`src/hdl/dctp_defines.svh`:
```
`ifndef DCTP_DEFINES_SVH
`define DCTP_DEFINES_SVH

// register byte offsets
`define DCTP_OFF_GEN_CTRL      12'h02C
`define DCTP_OFF_TIMER_CTRL    12'h030
`define DCTP_OFF_COUNTER       12'h034
`define DCTP_OFF_COMPARE_A     12'h038
`define DCTP_OFF_COMPARE_B     12'h03C
`define DCTP_OFF_TOP           12'h040
`define DCTP_OFF_FLAGS         12'h044
`define DCTP_OFF_MASK          12'h048
`define DCTP_OFF_PLL_CTRL      12'h04C

// timer control fields
`define DCTP_BIT_CLEAR_ON_TOP  7
`define DCTP_BIT_PWM_A         6
`define DCTP_MSB_OUT_MODE_A    5
`define DCTP_LSB_OUT_MODE_A    4
`define DCTP_MSB_CLK_SEL       3
`define DCTP_LSB_CLK_SEL       0

// general control, pll control
`define DCTP_BIT_PRESCALER_RST 1
`define DCTP_BIT_ASYNC_CLK_EN  2

// flag and mask positions
`define DCTP_BIT_COMPARE_A     6
`define DCTP_BIT_COMPARE_B     5
`define DCTP_BIT_OVERFLOW      2
`define DCTP_FLAG_MASK         8'h64

// reset values, counter limits and prescaler width
`define DCTP_RST_BYTE          8'h00
`define DCTP_COUNT_MAX         8'hFF
`define DCTP_COUNT_ZERO        8'h00
`define DCTP_PRESCALE_BITS     14

`endif

```
`src/hdl/dctp_pkg.sv`:
```
package dctp_pkg;

    typedef enum logic [1:0] {
        DCTP_OUT_OFF    = 2'h0,
        DCTP_OUT_TOGGLE = 2'h1,
        DCTP_OUT_CLEAR  = 2'h2,
        DCTP_OUT_SET    = 2'h3
    } dctp_out_mode_t;

    typedef enum logic [1:0] {
        DCTP_RESP_OKAY   = 2'h0,
        DCTP_RESP_SLVERR = 2'h2
    } dctp_resp_t;

endpackage

```
`src/hdl/dctp_prescaler.sv`:
```
`timescale 1ns/1ns
`default_nettype none
`include "dctp_defines.svh"

module dctp_prescaler
    import dctp_pkg::*;
(
    // clock and reset
    input  wire logic       aclk,
    input  wire logic       aresetn,
    // control
    input  wire logic       src_tick,
    input  wire logic       prescaler_reset,
    input  wire logic [3:0] clk_sel,
    // count enable out
    output logic            count_tick
);

    logic [`DCTP_PRESCALE_BITS-1:0] chain;
    logic [`DCTP_PRESCALE_BITS-1:0] tap_mask;

    // code n divides by 2^(n-1): wait until the low n-1 bits are all ones
    function automatic logic [`DCTP_PRESCALE_BITS-1:0] tap_of(input logic [3:0] sel);
        logic [`DCTP_PRESCALE_BITS+1:0] full;
        full = '0;
        full[sel] = 1'b1;
        tap_of = full[`DCTP_PRESCALE_BITS:1] - `DCTP_PRESCALE_BITS'(1);
    endfunction

    always_ff @(posedge aclk) begin
        if (!aresetn || prescaler_reset) begin
            chain <= '0;
        end else if (src_tick) begin
            chain <= chain + `DCTP_PRESCALE_BITS'(1);
        end
    end

    assign tap_mask = tap_of(clk_sel);

    // code zero never ticks, so the counter holds
    assign count_tick = (clk_sel != 4'h0) && src_tick && ((chain & tap_mask) == tap_mask);

endmodule

`default_nettype wire

```
`src/hdl/dctp_timer.sv`:
```
// Local design decision: the AXI4-Lite interface to the registers.
`timescale 1ns/1ns
`default_nettype none
`include "dctp_defines.svh"

module dctp_timer
    import dctp_pkg::*;
(
    // clock and reset
    input  wire logic        aclk,
    input  wire logic        aresetn,
    // axi4-lite write address
    input  wire logic [11:0] s_axi_awaddr,
    input  wire logic        s_axi_awvalid,
    output logic             s_axi_awready,
    // axi4-lite write data
    input  wire logic [31:0] s_axi_wdata,
    input  wire logic [3:0]  s_axi_wstrb,
    input  wire logic        s_axi_wvalid,
    output logic             s_axi_wready,
    // axi4-lite write response
    output logic [1:0]       s_axi_bresp,
    output logic             s_axi_bvalid,
    input  wire logic        s_axi_bready,
    // axi4-lite read address
    input  wire logic [11:0] s_axi_araddr,
    input  wire logic        s_axi_arvalid,
    output logic             s_axi_arready,
    // axi4-lite read data
    output logic [31:0]      s_axi_rdata,
    output logic [1:0]       s_axi_rresp,
    output logic             s_axi_rvalid,
    input  wire logic        s_axi_rready,
    // fast clock pin and port direction
    input  wire logic        fast_peripheral_clock,
    input  wire logic        port_pin_one_dir,
    // compare pins
    output logic             compare_a_pin,
    output logic             compare_a_pin_oe,
    output logic             compare_a_pin_n,
    output logic             compare_a_pin_n_oe,
    output logic             compare_b_pin_n_oe,
    // interrupt requests
    output logic             irq_compare_a,
    output logic             irq_compare_b,
    output logic             irq_overflow
);

    // software visible registers
    logic [7:0]  timer_control_reg;
    logic [7:0]  compare_a_value;
    logic [7:0]  compare_b_value;
    logic [7:0]  top_value;
    logic [7:0]  interrupt_mask_reg;
    logic        async_clock_enable;
    logic        prescaler_reset_bit;
    logic [7:0]  interrupt_flag_reg;

    // counting-side copies
    logic [7:0]  ctl_sync;
    logic [7:0]  cmp_a_sync;
    logic [7:0]  cmp_b_sync;
    logic [7:0]  top_sync;
    logic        async_sync;
    logic        psr_sync;

    // counter state
    logic [7:0]  counter_value;
    logic [7:0]  next_counter_value;
    logic [7:0]  counter_rd;
    logic [7:0]  flags_rd;
    logic [1:0]  cnt_wr_pipe;
    logic [7:0]  cnt_wr_data;
    logic [7:0]  cnt_wr_data_q;
    logic        cnt_wr_apply;
    logic        match_a;
    logic        match_b;
    logic        match_top;
    logic        ovf_evt;
    logic        set_a;
    logic        set_b;
    logic        set_ovf;
    logic        clear_now;
    logic        count_step;
    logic        pwm_a_enable;
    logic        clear_on_top;
    dctp_out_mode_t out_mode_a;

    // fast clock pin synchroniser and edge
    logic [2:0]  fast_sync;
    logic        src_tick;
    logic        count_tick;

    // bus state
    logic        aw_have;
    logic        w_have;
    logic [11:0] aw_addr;
    logic [31:0] w_data;
    logic [3:0]  w_strb;
    logic        do_write;
    logic        wr_ok;

    function automatic logic addr_mapped(input logic [11:0] a);
        addr_mapped = (a == `DCTP_OFF_GEN_CTRL) || (a == `DCTP_OFF_TIMER_CTRL) ||
                      (a == `DCTP_OFF_COUNTER) || (a == `DCTP_OFF_COMPARE_A) ||
                      (a == `DCTP_OFF_COMPARE_B) || (a == `DCTP_OFF_TOP) ||
                      (a == `DCTP_OFF_FLAGS) || (a == `DCTP_OFF_MASK) ||
                      (a == `DCTP_OFF_PLL_CTRL);
    endfunction

    function automatic logic wr_hit(input logic [11:0] off);
        wr_hit = do_write && wr_ok && (aw_addr == off) && w_strb[0];
    endfunction

    // write channel: address and data may come in either order
    assign s_axi_awready = !aw_have && !s_axi_bvalid;
    assign s_axi_wready  = !w_have && !s_axi_bvalid;
    assign do_write      = aw_have && w_have && !s_axi_bvalid;
    assign wr_ok         = addr_mapped(aw_addr);

    always_ff @(posedge aclk) begin
        if (!aresetn) begin
            aw_have <= 1'b0;
            aw_addr <= 12'h000;
        end else if (s_axi_awvalid && s_axi_awready) begin
            aw_have <= 1'b1;
            aw_addr <= s_axi_awaddr;
        end else if (do_write) begin
            aw_have <= 1'b0;
        end
    end

    always_ff @(posedge aclk) begin
        if (!aresetn) begin
            w_have <= 1'b0;
            w_data <= 32'h0000_0000;
            w_strb <= 4'h0;
        end else if (s_axi_wvalid && s_axi_wready) begin
            w_have <= 1'b1;
            w_data <= s_axi_wdata;
            w_strb <= s_axi_wstrb;
        end else if (do_write) begin
            w_have <= 1'b0;
        end
    end

    always_ff @(posedge aclk) begin
        if (!aresetn) begin
            s_axi_bvalid <= 1'b0;
            s_axi_bresp  <= DCTP_RESP_OKAY;
        end else if (do_write) begin
            s_axi_bvalid <= 1'b1;
            s_axi_bresp  <= wr_ok ? DCTP_RESP_OKAY : DCTP_RESP_SLVERR;
        end else if (s_axi_bready) begin
            s_axi_bvalid <= 1'b0;
        end
    end

    // control and compare registers read back at once
    always_ff @(posedge aclk) begin
        if (!aresetn) begin
            timer_control_reg  <= `DCTP_RST_BYTE;
            compare_a_value    <= `DCTP_RST_BYTE;
            compare_b_value    <= `DCTP_RST_BYTE;
            top_value          <= `DCTP_RST_BYTE;
            interrupt_mask_reg <= `DCTP_RST_BYTE;
            async_clock_enable <= 1'b0;
        end else begin
            if (wr_hit(`DCTP_OFF_TIMER_CTRL)) begin
                timer_control_reg <= w_data[7:0];
            end
            if (wr_hit(`DCTP_OFF_COMPARE_A)) begin
                compare_a_value <= w_data[7:0];
            end
            if (wr_hit(`DCTP_OFF_COMPARE_B)) begin
                compare_b_value <= w_data[7:0];
            end
            if (wr_hit(`DCTP_OFF_TOP)) begin
                top_value <= w_data[7:0];
            end
            if (wr_hit(`DCTP_OFF_MASK)) begin
                interrupt_mask_reg <= w_data[7:0] & `DCTP_FLAG_MASK;
            end
            if (wr_hit(`DCTP_OFF_PLL_CTRL)) begin
                async_clock_enable <= w_data[`DCTP_BIT_ASYNC_CLK_EN];
            end
        end
    end

    // self-clearing: zero writes have no effect
    always_ff @(posedge aclk) begin
        if (!aresetn) begin
            prescaler_reset_bit <= 1'b0;
        end else begin
            prescaler_reset_bit <= wr_hit(`DCTP_OFF_GEN_CTRL) && w_data[`DCTP_BIT_PRESCALER_RST];
        end
    end

    // counter write goes through a staging pipe
    always_ff @(posedge aclk) begin
        if (!aresetn) begin
            cnt_wr_pipe   <= 2'h0;
            cnt_wr_data   <= `DCTP_RST_BYTE;
            cnt_wr_data_q <= `DCTP_RST_BYTE;
        end else begin
            cnt_wr_pipe   <= {cnt_wr_pipe[0], wr_hit(`DCTP_OFF_COUNTER)};
            cnt_wr_data_q <= cnt_wr_data;
            if (wr_hit(`DCTP_OFF_COUNTER)) begin
                cnt_wr_data <= w_data[7:0];
            end
        end
    end

    assign cnt_wr_apply = async_sync ? cnt_wr_pipe[0] : cnt_wr_pipe[1];

    // input synchronisation stage in front of the counting logic
    always_ff @(posedge aclk) begin
        if (!aresetn) begin
            ctl_sync   <= `DCTP_RST_BYTE;
            cmp_a_sync <= `DCTP_RST_BYTE;
            cmp_b_sync <= `DCTP_RST_BYTE;
            top_sync   <= `DCTP_RST_BYTE;
            async_sync <= 1'b0;
            psr_sync   <= 1'b0;
        end else begin
            ctl_sync   <= timer_control_reg;
            cmp_a_sync <= compare_a_value;
            cmp_b_sync <= compare_b_value;
            top_sync   <= top_value;
            async_sync <= async_clock_enable;
            psr_sync   <= prescaler_reset_bit;
        end
    end

    assign clear_on_top = ctl_sync[`DCTP_BIT_CLEAR_ON_TOP];
    assign pwm_a_enable = ctl_sync[`DCTP_BIT_PWM_A];
    assign out_mode_a   = dctp_out_mode_t'(ctl_sync[`DCTP_MSB_OUT_MODE_A:`DCTP_LSB_OUT_MODE_A]);

    // fast clock pin: two flops, then a third for the edge
    always_ff @(posedge aclk) begin
        if (!aresetn) begin
            fast_sync <= 3'h0;
        end else begin
            fast_sync <= {fast_sync[1:0], fast_peripheral_clock};
        end
    end

    // system mode steps every cycle; fast mode on each sampled rising edge
    assign src_tick = async_sync ? (fast_sync[1] && !fast_sync[2]) : 1'b1;

    dctp_prescaler u_prescaler (
        .aclk            (aclk),
        .aresetn         (aresetn),
        .src_tick        (src_tick),
        .prescaler_reset (psr_sync),
        .clk_sel         (ctl_sync[`DCTP_MSB_CLK_SEL:`DCTP_LSB_CLK_SEL]),
        .count_tick      (count_tick)
    );

    // clear follows the top match by one cycle and wins over a tick
    assign clear_now  = (clear_on_top || pwm_a_enable) && match_top;
    assign count_step = count_tick && !cnt_wr_apply && !clear_now;

    always_comb begin
        next_counter_value = counter_value;
        if (cnt_wr_apply) begin
            // async path applies a cycle earlier, before the staged copy catches up
            next_counter_value = async_sync ? cnt_wr_data : cnt_wr_data_q;
        end else if (clear_now) begin
            next_counter_value = `DCTP_COUNT_ZERO;
        end else if (count_step) begin
            next_counter_value = counter_value + 8'h01;
        end
    end

    always_ff @(posedge aclk) begin
        if (!aresetn) begin
            counter_value <= `DCTP_COUNT_ZERO;
        end else begin
            counter_value <= next_counter_value;
        end
    end

    // matches only when counting lands on the value, never from a write
    always_ff @(posedge aclk) begin
        if (!aresetn) begin
            match_a   <= 1'b0;
            match_b   <= 1'b0;
            match_top <= 1'b0;
            ovf_evt   <= 1'b0;
        end else begin
            match_a   <= count_step && (counter_value + 8'h01 == cmp_a_sync);
            match_b   <= count_step && (counter_value + 8'h01 == cmp_b_sync);
            match_top <= count_step && (counter_value + 8'h01 == top_sync);
            ovf_evt   <= (count_step && counter_value == `DCTP_COUNT_MAX) ||
                         (clear_now && pwm_a_enable);
        end
    end

    // one more stage before the flags: the sync delay after the event
    always_ff @(posedge aclk) begin
        if (!aresetn) begin
            set_a   <= 1'b0;
            set_b   <= 1'b0;
            set_ovf <= 1'b0;
        end else begin
            set_a   <= match_a;
            set_b   <= match_b;
            set_ovf <= ovf_evt;
        end
    end

    // write one clears; a set in the same cycle wins
    always_ff @(posedge aclk) begin
        if (!aresetn) begin
            interrupt_flag_reg <= `DCTP_RST_BYTE;
        end else begin
            interrupt_flag_reg[`DCTP_BIT_COMPARE_A] <= set_a ||
                (interrupt_flag_reg[`DCTP_BIT_COMPARE_A] &&
                 !(wr_hit(`DCTP_OFF_FLAGS) && w_data[`DCTP_BIT_COMPARE_A]));
            interrupt_flag_reg[`DCTP_BIT_COMPARE_B] <= set_b ||
                (interrupt_flag_reg[`DCTP_BIT_COMPARE_B] &&
                 !(wr_hit(`DCTP_OFF_FLAGS) && w_data[`DCTP_BIT_COMPARE_B]));
            interrupt_flag_reg[`DCTP_BIT_OVERFLOW] <= set_ovf ||
                (interrupt_flag_reg[`DCTP_BIT_OVERFLOW] &&
                 !(wr_hit(`DCTP_OFF_FLAGS) && w_data[`DCTP_BIT_OVERFLOW]));
        end
    end

    // output sync stage for counter and flag read-back
    always_ff @(posedge aclk) begin
        if (!aresetn) begin
            counter_rd <= `DCTP_RST_BYTE;
            flags_rd   <= `DCTP_RST_BYTE;
        end else begin
            counter_rd <= counter_value;
            flags_rd   <= interrupt_flag_reg;
        end
    end

    assign irq_compare_a = interrupt_flag_reg[`DCTP_BIT_COMPARE_A] &&
                           interrupt_mask_reg[`DCTP_BIT_COMPARE_A];
    assign irq_compare_b = interrupt_flag_reg[`DCTP_BIT_COMPARE_B] &&
                           interrupt_mask_reg[`DCTP_BIT_COMPARE_B];
    assign irq_overflow  = interrupt_flag_reg[`DCTP_BIT_OVERFLOW] &&
                           interrupt_mask_reg[`DCTP_BIT_OVERFLOW];

    // channel A pin level
    always_ff @(posedge aclk) begin
        if (!aresetn) begin
            compare_a_pin <= 1'b0;
        end else if (pwm_a_enable) begin
            // high from the restart at 00 until the duty point
            if (clear_now) begin
                compare_a_pin <= 1'b1;
            end else if (match_a) begin
                compare_a_pin <= 1'b0;
            end
        end else if (match_a) begin
            unique case (out_mode_a)
                DCTP_OUT_OFF:    compare_a_pin <= compare_a_pin;
                DCTP_OUT_TOGGLE: compare_a_pin <= !compare_a_pin;
                DCTP_OUT_CLEAR:  compare_a_pin <= 1'b0;
                DCTP_OUT_SET:    compare_a_pin <= 1'b1;
            endcase
        end
    end

    // the port direction bit stays outside; pins drive only when it is set
    assign compare_a_pin_oe   = port_pin_one_dir && (pwm_a_enable || out_mode_a != DCTP_OUT_OFF);
    assign compare_a_pin_n    = !compare_a_pin;
    assign compare_a_pin_n_oe = port_pin_one_dir && pwm_a_enable;
    // channel B has no PWM control here, so its inverted output never connects
    assign compare_b_pin_n_oe = 1'b0;

    // read channel: one cycle to answer
    assign s_axi_arready = !s_axi_rvalid;

    always_ff @(posedge aclk) begin
        if (!aresetn) begin
            s_axi_rvalid <= 1'b0;
            s_axi_rdata  <= 32'h0000_0000;
            s_axi_rresp  <= DCTP_RESP_OKAY;
        end else if (s_axi_arvalid && s_axi_arready) begin
            s_axi_rvalid <= 1'b1;
            s_axi_rresp  <= addr_mapped(s_axi_araddr) ? DCTP_RESP_OKAY : DCTP_RESP_SLVERR;
            unique case (s_axi_araddr)
                `DCTP_OFF_TIMER_CTRL: s_axi_rdata <= {24'h000000, timer_control_reg};
                `DCTP_OFF_COUNTER:    s_axi_rdata <= {24'h000000, counter_rd};
                `DCTP_OFF_COMPARE_A:  s_axi_rdata <= {24'h000000, compare_a_value};
                `DCTP_OFF_COMPARE_B:  s_axi_rdata <= {24'h000000, compare_b_value};
                `DCTP_OFF_TOP:        s_axi_rdata <= {24'h000000, top_value};
                `DCTP_OFF_FLAGS:      s_axi_rdata <= {24'h000000, flags_rd};
                `DCTP_OFF_MASK:       s_axi_rdata <= {24'h000000, interrupt_mask_reg};
                `DCTP_OFF_PLL_CTRL:   s_axi_rdata <= 32'(async_clock_enable) << `DCTP_BIT_ASYNC_CLK_EN;
                // general control and unmapped read zero; prescaler reset reads zero
                default:              s_axi_rdata <= 32'h0000_0000;
            endcase
        end else if (s_axi_rready) begin
            s_axi_rvalid <= 1'b0;
        end
    end

endmodule

`default_nettype wire

```
`config.mk`:
```
export PLATFORM = sky130hd
export DESIGN_NAME = dctp_timer
export DESIGN_NICKNAME = d
export VERILOG_FILES = /design/src/hdl/dctp_pkg.sv /design/src/hdl/dctp_prescaler.sv /design/src/hdl/dctp_timer.sv
export VERILOG_INCLUDE_DIRS = /design/src /design/src/hdl
export SDC_FILE = /design/constraint.sdc
export NUM_CORES = 1
export LEC_CHECK = 0
export BUFFER_PORTS_ARGS = -buffer_cell sky130_fd_sc_hd__buf_2
export CAP_MARGIN = 20
export CORE_MARGIN = 2
export CORE_UTILIZATION = 51
export CTS_CLUSTER_DIAMETER = 200
export DETAILED_ROUTE_END_ITERATION = 8
export PLACE_DENSITY_LB_ADDON = 0.08
export SYNTH_ARGS = -nofsm -noshare
export SYNTH_HDL_FRONTEND = slang
export SYNTH_SLANG_ARGS = --single-unit
```
`constraint.sdc`:
```
create_clock -name aclk -period 3 [get_ports aclk]
set_input_delay 0.6 -clock aclk [delete_from_list [all_inputs] [get_ports aclk]]
set_output_delay 0.6 -clock aclk [all_outputs]
set_load 0.05 [all_outputs]
```
==> results of run 1 <==
-- power breakdown --
| part | internal, µW | switching [µW] |
|---|---|---|
| logic | 71.6 | 216 |
| clock network | 1470 | 853 |
| registers | 2300 | 28.3 |
| total | 3840 | 1100 |
-- cell type report --
class / count / share of cell area
Tap cell: 180 / 0.0269
Clock inverter: 8 / 0.0167
Multi-Input combinational cell: 558 / 0.418
Inverter: 42 / 0.0188
Timing Repair Buffer: 78 / 0.0526
Sequential cell: 171 / 0.409
Clock buffer: 22 / 0.0578
-- metal layers --
metal | routed length (µm) | vias up | part of all wire
met3 | 722 | 29 | 0.043
met4 | 405 | 0 | 0.024
met1 | 7580 | 2704 | 0.45
li1 | - | 2844 | -
met2 | 8080 | 154 | 0.48
met5 | 0 | - | 0
-- logic make-up (layout without fill, tap and decap cells) --
family	Yosys count	in the layout	synth area share
multiplexers	43	43	0.0723
XOR/XNOR	44	44	0.0524
AO/OA/AOI/OAI	133	133	0.118
flip-flops	171	171	0.465
other	1	27	0.000510
AND/OR/NAND/NOR	308	308	0.214
buffers and inverters	110	150	0.0721
adder cells (fa/ha/maj)	3	3	0.00510
-- through the flow --
step	power (µW)	std cells	util	setup slack [ns]
2_1_floorplan	2620	839	-	0.131
3_3_place_gp	2660	1029	0.554	0.253
3_5_place_dp	2670	1029	0.554	0.214
4_1_cts	4960	1059	0.598	0.196
5_1_grt	5080	1059	0.598	0.0576
6_report	4940	1059	0.598	0.204
-- worst max-delay path, cell delays in order (launching register included) --
cell and delay (ns):
dfxtp_1 0.33, nor3_1 0.38, nand2_1 0.11, ha_1 0.23, nand2b_1 0.16, or4b_1 0.48
a31oi_1 0.30, nor4_4 0.07, buf_12 0.16, a211o_1 0.28, and4_1 0.19
-- Yosys cell counts, drive strengths merged (9+ instances only) --
cell type  count
buf           37
nor3          14
and2          43
clkbuf        31
xor2          21
and3          12
xnor2         23
inv           41
nand3         13
o21ai         35
a21oi         42
nand2        129
dfxtp        171
mux2i         34
nor2          36
nor4          12
nand2b         9
-- final timing paths --
kind | to | slack, ns | depth (start not counted)
hold reg to reg | fast_sync[1] | 0.44 | 1
setup reg to reg | counter_value[1] | 0.20 | 10
hold / removal | s_axi_rvalid | 0.36 | 2
setup / recovery | counter_value[1] | 0.20 | 10
-- cell usage in the layout (no fill, tap or decap), drive strengths merged, types with 8 or more instances in the layout --
| cell type | instances |
|---|---|
| dfxtp | 171 |
| nand2 | 129 |
| buf | 78 |
| and2 | 43 |
| a21oi | 42 |
| inv | 41 |
| nor2 | 36 |
| o21ai | 35 |
| mux2i | 34 |
| conb | 27 |
| xnor2 | 23 |
| clkbuf | 22 |
| xor2 | 21 |
| nor3 | 14 |
| nand3 | 13 |
| and3 | 12 |
| nor4 | 12 |
| nand2b | 9 |
| nand4 | 8 |
| mux4 | 8 |
==> out/metrics.cfg, run 1 <==
[floorplan]
rows = 43
io_pins = 118
start_util = 0.526
die_w_um = 124
die_area_um2 = 15400
core_area_um2 = 14000
die_h_um = 124

[sta]
holdWs_ns = 0.359
worstMarginPinSlew_ns = 0.802
tns_ns = 0
rsz0062_at_grt = no
slew-limit-headroom = 0.462
slew_violations = 0
post-route-period-util = 0.932
fmax_mhz = 358
clock_skew_ns = 0.00723
hold_violations = 0
finalCriticalPeriod_ns = 2.80
finalSetupViolations = 0

[global_route]
grt_overflow = 0
grt_first_pass_wirelength_um = 26800
busiest_layer = met2
grt_use_met3 = 0.0440
grt_use_met2 = 0.377
grt_util_met1 = 0.290
gr-usage-all-layers = 0.228
antenna_found_initial = 0
grt_pass1_vias = 5517
grt_max_degree = 49

[placement]
dp_hpwl_um = 12100
dpl_cell_area_um2 = 7750
port_buffers = 63
gp_congestion = 0.778

[run]
maxCapViolations = 0

[routing]
drt-total-wl_um = 16800
drt-pass1-iter-count = 6
ant_nets = 0
routedWlPerCell_um = 15.8
dr_total_vias = 5731
drc = 0
drtIter0Drc = 292
via_per_inst = 5.41

[finish]
fill_cells = 1245
top_register = u_prescaler.chain
drive_gt1_frac = 0.142
largest_reg_flops = 14
design_area_um2 = 8370
reg.largest.list = u_prescaler.chain x14, aw_addr x12
fin_nets = 940
multi_input_area_um2 = 3500
seq_area_um2 = 3420
syn_to_final_growth_pct = 13.8
antennaDiodeCount = 0

[synthesis]
synthFlopType = dfxtp_1
ys_types = 66
synth.area.top_cells = dfxtp_1 (47%), nand2_1 (6.4%), mux2i_1 (4.6%)
synth-seq-cells = 171
synth.top_cell.area_share = 0.465
synth_area_um2 = 7360
seq_area_frac_synth = 0.465
synth_async_sr_flop_share = 0
yosys_warnings = 0
avgSynthCellArea_um2 = 9.05
yosysTopAreaCell = dfxtp_1
synth_edf_count = 0
synthCells = 813

[clocking]
worstSkewPairLatency_ns = 0.43
root_buffer = clkbuf_16
cts-resized-gates = 0
cts_buffers = 17
cts_tree = done
post-cts-setup-buffers = 0
h-tree-depth = 4
clkTransAtPathRegs_ns = 0.06
clockBufferDepth = 2
clock-sinks = 171
ctsHoldBuffers = 0

[worst_setup_path]
cp-end-kind = flop
cp.arrival_ns = 3.11
r2r_start = ctl_sync[3]
cp_max_fo = 14
crit_required_ns = 3.32
startpoint = ctl_sync[3]
cp-start-kind = flop
crit_type = flop to flop

[run_status]
outcome = complete, no violations

[pwr]
powerDensity_nw_per_um2 = 590
peakVddDrop_v = 0.000356
p_leak_uw = 0.00376

[min_path]
worstHoldStart = s_axi_rready
hold_path.class = input port to flop

Note: power is estimated with default switching activity, not from simulation.
==> run 2, diff against run 1 <==
--- a/config.mk
+++ b/config.mk
@@ -9,7 +9,7 @@
 export BUFFER_PORTS_ARGS = -buffer_cell sky130_fd_sc_hd__buf_2
 export CAP_MARGIN = 20
 export CORE_MARGIN = 2
-export CORE_UTILIZATION = 51
+export CORE_UTILIZATION = 55
 export CTS_CLUSTER_DIAMETER = 200
 export DETAILED_ROUTE_END_ITERATION = 8
 export PLACE_DENSITY_LB_ADDON = 0.08
==> constraint.sdc (replaced) <==
create_clock -name aclk -period 2.8 [get_ports aclk]
set_input_delay 0.56 -clock aclk [delete_from_list [all_inputs] [get_ports aclk]]
set_output_delay 0.56 -clock aclk [all_outputs]
set_load 0.05 [all_outputs]
==> run 2 against run 1 <==
Compared with the run above:
- die area decreased by 7.0%
- total power is 6.5% higher
- non-clock buffer count grew 2
- hold slack lost 0.043 ns
- sequential cell count stayed put
- first-iteration DRC count is 20% higher
- sequential share of layout area fell by 0.18 points
- design area increased by 0.45%
- sequential power up 7%
- clock power increased by 6%
- clock skew is essentially flat
- critical path type unchanged
==> out/metrics.cfg, run 2 (synthesized netlist as in run 1, its figures left out) <==
[placement]
dpl_cell_area_um2 = 7780  ; +0.44%
gp_congestion = 0.834  ; +7.2%
pre_cts_slack_ns = 0.122  ; -0.0923 ns
dp_hpwl_um = 12000  ; -0.88%
port_buffers = 63  ; unchanged

[finish]
fin_nets = 942  ; +0.21%
final_common_cell = dfxtp_1
antennaDiodeCount = 0  ; unchanged
top_register = u_prescaler.chain
largest_reg_flops = 14  ; unchanged
layout_common_cells = dfxtp_1 (171), nand2_1 (126), buf_2 (63)
reg.largest.list = u_prescaler.chain x14, aw_addr x12
finalCoreUtilization = 0.640  ; +0.0416
drive_gt1_frac = 0.151  ; +0.00842
design_area_um2 = 8410  ; +0.45%
syn_to_final_growth_pct = 14.3

[pwr]
clockPowerShare = 0.467  ; -0.003
p_sw_frac = 0.231  ; +0.00908
p_leak_uw = 0.00377  ; +0.17%
totalPowerFinal_uw = 5260  ; +6.5%
intPower_uw = 4040  ; +5.3%
powerDensity_nw_per_um2 = 626  ; +6.0%
p_seq_frac = 0.474  ; +0.002
switchingPower_uw = 1220  ; +11%
combPwrFrac = 0.059  ; about the same
peakVddDrop_v = 0.000453  ; +27%

[run_status]
outcome = complete, no violations

[clocking]
root_buffer = clkbuf_16
h-tree-depth = 4  ; unchanged
cts-resized-gates = 0  ; unchanged
post-cts-setup-buffers = 0  ; unchanged
clock-sinks = 171  ; unchanged
worstSkewPairLatency_ns = 0.42  ; about the same
clockBufferDepth = 2  ; unchanged
cts_buffers = 17  ; unchanged
clkTransAtPathRegs_ns = 0.06  ; about the same
cts_tree = done
ctsHoldBuffers = 0  ; unchanged

[global_route]
grt_max_degree = 40  ; -18%
grt_pass1_vias = 5504  ; -0.24%
gr-usage-all-layers = 0.242  ; +0.0143
antenna_found_initial = 0  ; unchanged
grt_overflow = 0  ; unchanged
grt_first_pass_wirelength_um = 27400  ; +2.2%

[worst_setup_path]
crit_type = flop to flop
r2r_end = counter_value[1]
r2r_start = ctl_sync[3]
crit_required_ns = 3.11  ; -0.21 ns
cp.arrival_ns = 2.96  ; -0.15 ns
worstPathCellList = nor3_1 -> nand2_1 -> ha_2 -> nand2b_1 -> or4b_1 -> a31oi_2 -> nor4_4 -> buf_12 -> a211o_1 -> and4_1
startpoint = ctl_sync[3]
reg2reg_depth = 10  ; unchanged
rrSetupSlack_ns = 0.15  ; -0.06 ns
setup.worst_path.end = counter_value[1]
cp-end-kind = flop
slowest_stage = or4b_1
cp-start-kind = flop
cp_max_fo = 14  ; unchanged
slowest_delay_ns = 0.50  ; +0.02 ns

[floorplan]
core_area_um2 = 13100  ; -6.1%
rows = 42  ; -2.3%
die_area_um2 = 14300  ; -7.0%
die_h_um = 120  ; -3.6%
io_pins = 118  ; unchanged
die_w_um = 120  ; -3.6%
start_util = 0.560  ; +0.0341

[min_path]
hold_path.class = input port to flop
worstHoldStart = s_axi_rready

[routing]
via_per_inst = 5.45  ; +0.63%
dr_total_vias = 5767  ; +0.63%
ant_nets = 0  ; unchanged
drtIter0Drc = 351  ; +20%
drt-total-wl_um = 16800  ; -0.20%
drt-pass1-iter-count = 5  ; -1
drc = 0  ; unchanged
routedWlPerCell_um = 15.8  ; -0.20%

[sta]
fmax_mhz = 377  ; +5.5%
postLayoutSetupSlackWorst_ns = 0.149  ; -0.0551 ns
slew_violations = 0  ; unchanged
tns_ns = 0  ; unchanged
slew-limit-headroom = 0.520  ; +0.0584
rsz0062_at_grt = no
hold_violations = 0  ; unchanged
clock_skew_ns = 0.00723  ; -0.00000267 ns
worstMarginPinSlew_ns = 0.718  ; -0.0841 ns
finalCriticalPeriod_ns = 2.65  ; -0.145 ns
post-route-period-util = 0.947  ; +0.0148
finalSetupViolations = 0  ; unchanged

[run]
maxCapViolations = 0  ; unchanged

-- run 2: final cells by class --
class | count | area (µm²)
clock buffer | 22 | 484
clock inverter | 10 | 138
fill | 1086 | 4730
inverter | 42 | 158
multi-input combinational | 558 | 3520
sequential | 171 | 3420
tap | 176 | 220
timing repair buffer | 80 | 468
-- run 2: power groups by stage --
stage,clock [µW],sequential (µW),combinational [µW]
after floorplan,0,2550,253
after global routing,2570,2500,340
after global placement,0,2550,304
after CTS,2480,2500,311
after detailed placement,0,2550,310
final,2450,2500,310
-- run 2: through the flow --
| stage | hold WS (ns) | std cells |
|---|---|---|
| after detailed placement | 0.417 | 1027 |
| after global routing | 0.311 | 1059 |
| after floorplan | 0.412 | 839 |
| after global placement | 0.417 | 1027 |
| final | 0.315 | 1059 |
| after CTS | 0.300 | 1059 |
-- run 2: worst min path at each step --
stage / end / slack (ns) / depth (start not counted)
CTS: s_axi_rvalid / 0.30 / 2
floorplan: fast_sync[1] / 0.41 / 1
global placement: psr_sync / 0.42 / 1
finish: s_axi_rvalid / 0.32 / 2
detailed placement: psr_sync / 0.42 / 1
global route: s_axi_rvalid / 0.31 / 2
-- run 2: metal layers --
layer,vias up,track usage,wire length [µm]
met1,2735,0.309,7690
met3,19,0.0456,697
met5,-,0,0
met4,0,0.0816,238
li1,2859,-,-
met2,154,0.413,8130
-- run 2: critical path: cells and delay by family (launching register included) --
kind / cells / cell delay (ns)
flip-flops: 1 / 0.34
AO/OA/AOI/OAI: 2 / 0.54
AND/OR/NAND/NOR: 6 / 1.27
adder cells (fa/ha/maj): 1 / 0.23
buffers and inverters: 1 / 0.17
==> run 3, diff against run 2 <==
--- a/config.mk
+++ b/config.mk
@@ -12,7 +12,7 @@
 export CORE_UTILIZATION = 55
 export CTS_CLUSTER_DIAMETER = 200
 export DETAILED_ROUTE_END_ITERATION = 8
-export PLACE_DENSITY_LB_ADDON = 0.08
+export PLACE_DENSITY = 0.78
 export SYNTH_ARGS = -nofsm -noshare
 export SYNTH_HDL_FRONTEND = slang
 export SYNTH_SLANG_ARGS = --single-unit
==> run 3 against run 2 <==
Compared with the run above:
- global-route usage shrank 0.20 points
- first-iteration DRC count rose by 42%
- register-to-register slack better by 0.04 ns
- critical path depth fell by 1
- sequential share of layout area is 0.085 points higher
- critical endpoint is now match_top
- worst setup slack better by 0.042 ns
==> out/metrics.cfg, run 3 (synthesized netlist as in run 1, its figures left out) <==
[sta]
clock_skew_ns = 0.00867  ; +0.00144 ns
postLayoutSetupSlackWorst_ns = 0.191  ; +0.0418 ns
slew_violations = 0  ; unchanged
fmax_mhz = 383  ; +1.6%
slew-limit-headroom = 0.484  ; -0.0364
finalSetupViolations = 0  ; unchanged
worstMarginPinSlew_ns = 0.770  ; +0.0514 ns
post-route-period-util = 0.932  ; -0.0149
tns_ns = 0  ; unchanged
hold_violations = 0  ; unchanged
rsz0062_at_grt = yes
finalCriticalPeriod_ns = 2.61  ; -0.0418 ns

[placement]
dpl_cell_area_um2 = 7760  ; -0.23%
port_buffers = 63  ; unchanged
pre_cts_slack_ns = 0.176  ; +0.0546 ns
dp_hpwl_um = 11500  ; -4.8%
placed_cells = 1028  ; +0.097%
gp_congestion = 0.890  ; +6.7%

[floorplan]
core_area_um2 = 13100  ; unchanged
io_pins = 118  ; unchanged
die_area_um2 = 14300  ; unchanged
die_w_um = 120  ; unchanged
start_util = 0.560  ; unchanged
rows = 42  ; unchanged
die_h_um = 120  ; unchanged

[pwr]
clockPowerShare = 0.465  ; -0.002
peakVddDrop_v = 0.000465  ; +2.6%
p_leak_uw = 0.00376  ; -0.21%
intPower_uw = 3970  ; -1.9%
combPwrFrac = 0.059  ; about the same
p_sw_frac = 0.243  ; +0.0111
switchingPower_uw = 1270  ; +4.3%
powerDensity_nw_per_um2 = 624  ; -0.26%
p_seq_frac = 0.476  ; +0.002

[clocking]
worstSkewPairLatency_ns = 0.43  ; about the same
clkTransAtPathRegs_ns = 0.06  ; about the same
post-cts-setup-buffers = 0  ; unchanged
clock-sinks = 171  ; unchanged
cts_tree = done
root_buffer = clkbuf_16
ctsHoldBuffers = 0  ; unchanged
h-tree-depth = 4  ; unchanged
cts_buffers = 17  ; unchanged
cts-resized-gates = 0  ; unchanged
clockBufferDepth = 2  ; unchanged

[finish]
layout_common_cells = dfxtp_1 (171), nand2_1 (126), buf_2 (63)
final_common_cell = dfxtp_1
reg.largest.list = u_prescaler.chain x14, aw_addr x12
design_area_um2 = 8390  ; -0.21%
syn_to_final_growth_pct = 14.1
largest_reg_flops = 14  ; unchanged
top_register = u_prescaler.chain
fin_nets = 943  ; +0.11%
stdcell_count = 1060  ; +0.094%
drive_gt1_frac = 0.152  ; +0.000961
antennaDiodeCount = 0  ; unchanged

[worst_setup_path]
crit_required_ns = 3.14  ; +0.03 ns
cp_max_fo = 14  ; unchanged
cp-end-kind = flop
crit_type = flop to flop
cp-start-kind = flop
cp.arrival_ns = 2.95  ; about the same

[min_path]
hold_path.class = input port to flop

[global_route]
grt_max_degree = 63  ; +57%
grt_first_pass_wirelength_um = 26800  ; -2.1%
antenna_found_initial = 0  ; unchanged
grt_overflow = 0  ; unchanged
gr-usage-all-layers = 0.240  ; -0.00197
grt_pass1_vias = 5394  ; -2.0%

[routing]
ant_nets = 0  ; unchanged
drtIter0Drc = 499  ; +42%
drt-total-wl_um = 16600  ; -0.99%
drc = 0  ; unchanged
routedWlPerCell_um = 15.6  ; -1.1%
via_per_inst = 5.42  ; -0.48%
dr_total_vias = 5745  ; -0.38%
drt-pass1-iter-count = 5  ; unchanged

[run]
maxCapViolations = 0  ; unchanged

[run_status]
outcome = complete, no violations

## run 3: cell types whose count changed in the layout (fill, tap and decap cells not counted), sizes merged
cell	change
clkbuf	-4
buf	+1
inv	+2
clkinv	+2
## run 3: layout make-up
class | instances | area [µm²]
Inverter | 42 | 158
Fill cell | 1098 | 4750
Multi-Input combinational cell | 558 | 3520
Tap cell | 176 | 220
Clock buffer | 18 | 429
Timing Repair Buffer | 81 | 454
Sequential cell | 171 | 3420
Clock inverter | 14 | 190
## run 3: per-stage QoR
stage	utilization	total power, µW	hold slack (ns)
final	0.639	5240	0.315
after global routing	0.639	5390	0.307
after CTS	0.638	5250	0.304
after detailed placement	0.591	2860	0.419
after global placement	0.591	2850	0.415
after floorplan	-	2810	0.412
## run 3: worst max-delay path, stage by stage (launching register included)
cell and delay, ns:
dfxtp_1 0.35, nor3_1 0.23, nand2_1 0.09, ha_2 0.31
o2bb2ai_1 0.07, or4b_4 0.55, nor4_4 0.30, buf_6 0.20
nand3_2 0.18, nor3_1 0.25
## run 3: power by group through the flow
stage	clock network, µW	logic [µW]	registers [µW]
final	2430	309	2490
after global routing	2560	337	2500
after CTS	2450	308	2490
after detailed placement	0	307	2550
after global placement	0	303	2550
after floorplan	0	253	2550
## run 3: per-layer routing
layer | track usage | up-vias | wire (µm)
li1 | - | 2855 | -
met1 | 0.321 | 2690 | 7470
met2 | 0.391 | 175 | 7840
met3 | 0.0475 | 25 | 1030
met4 | 0.0816 | 0 | 245
met5 | 0 | - | 0
## run 3: final timing paths
| check | from | to | slack (ns) | cells after the start |
|---|---|---|---|---|
| worst min-delay path | s_axi_rready | s_axi_rvalid | 0.32 | 2 |
| worst max register to register | ctl_sync[3] | match_top | 0.19 | 9 |
| worst max-delay path | ctl_sync[3] | match_top | 0.19 | 9 |
| worst min register to register | prescaler_reset_bit | psr_sync | 0.43 | 1 |
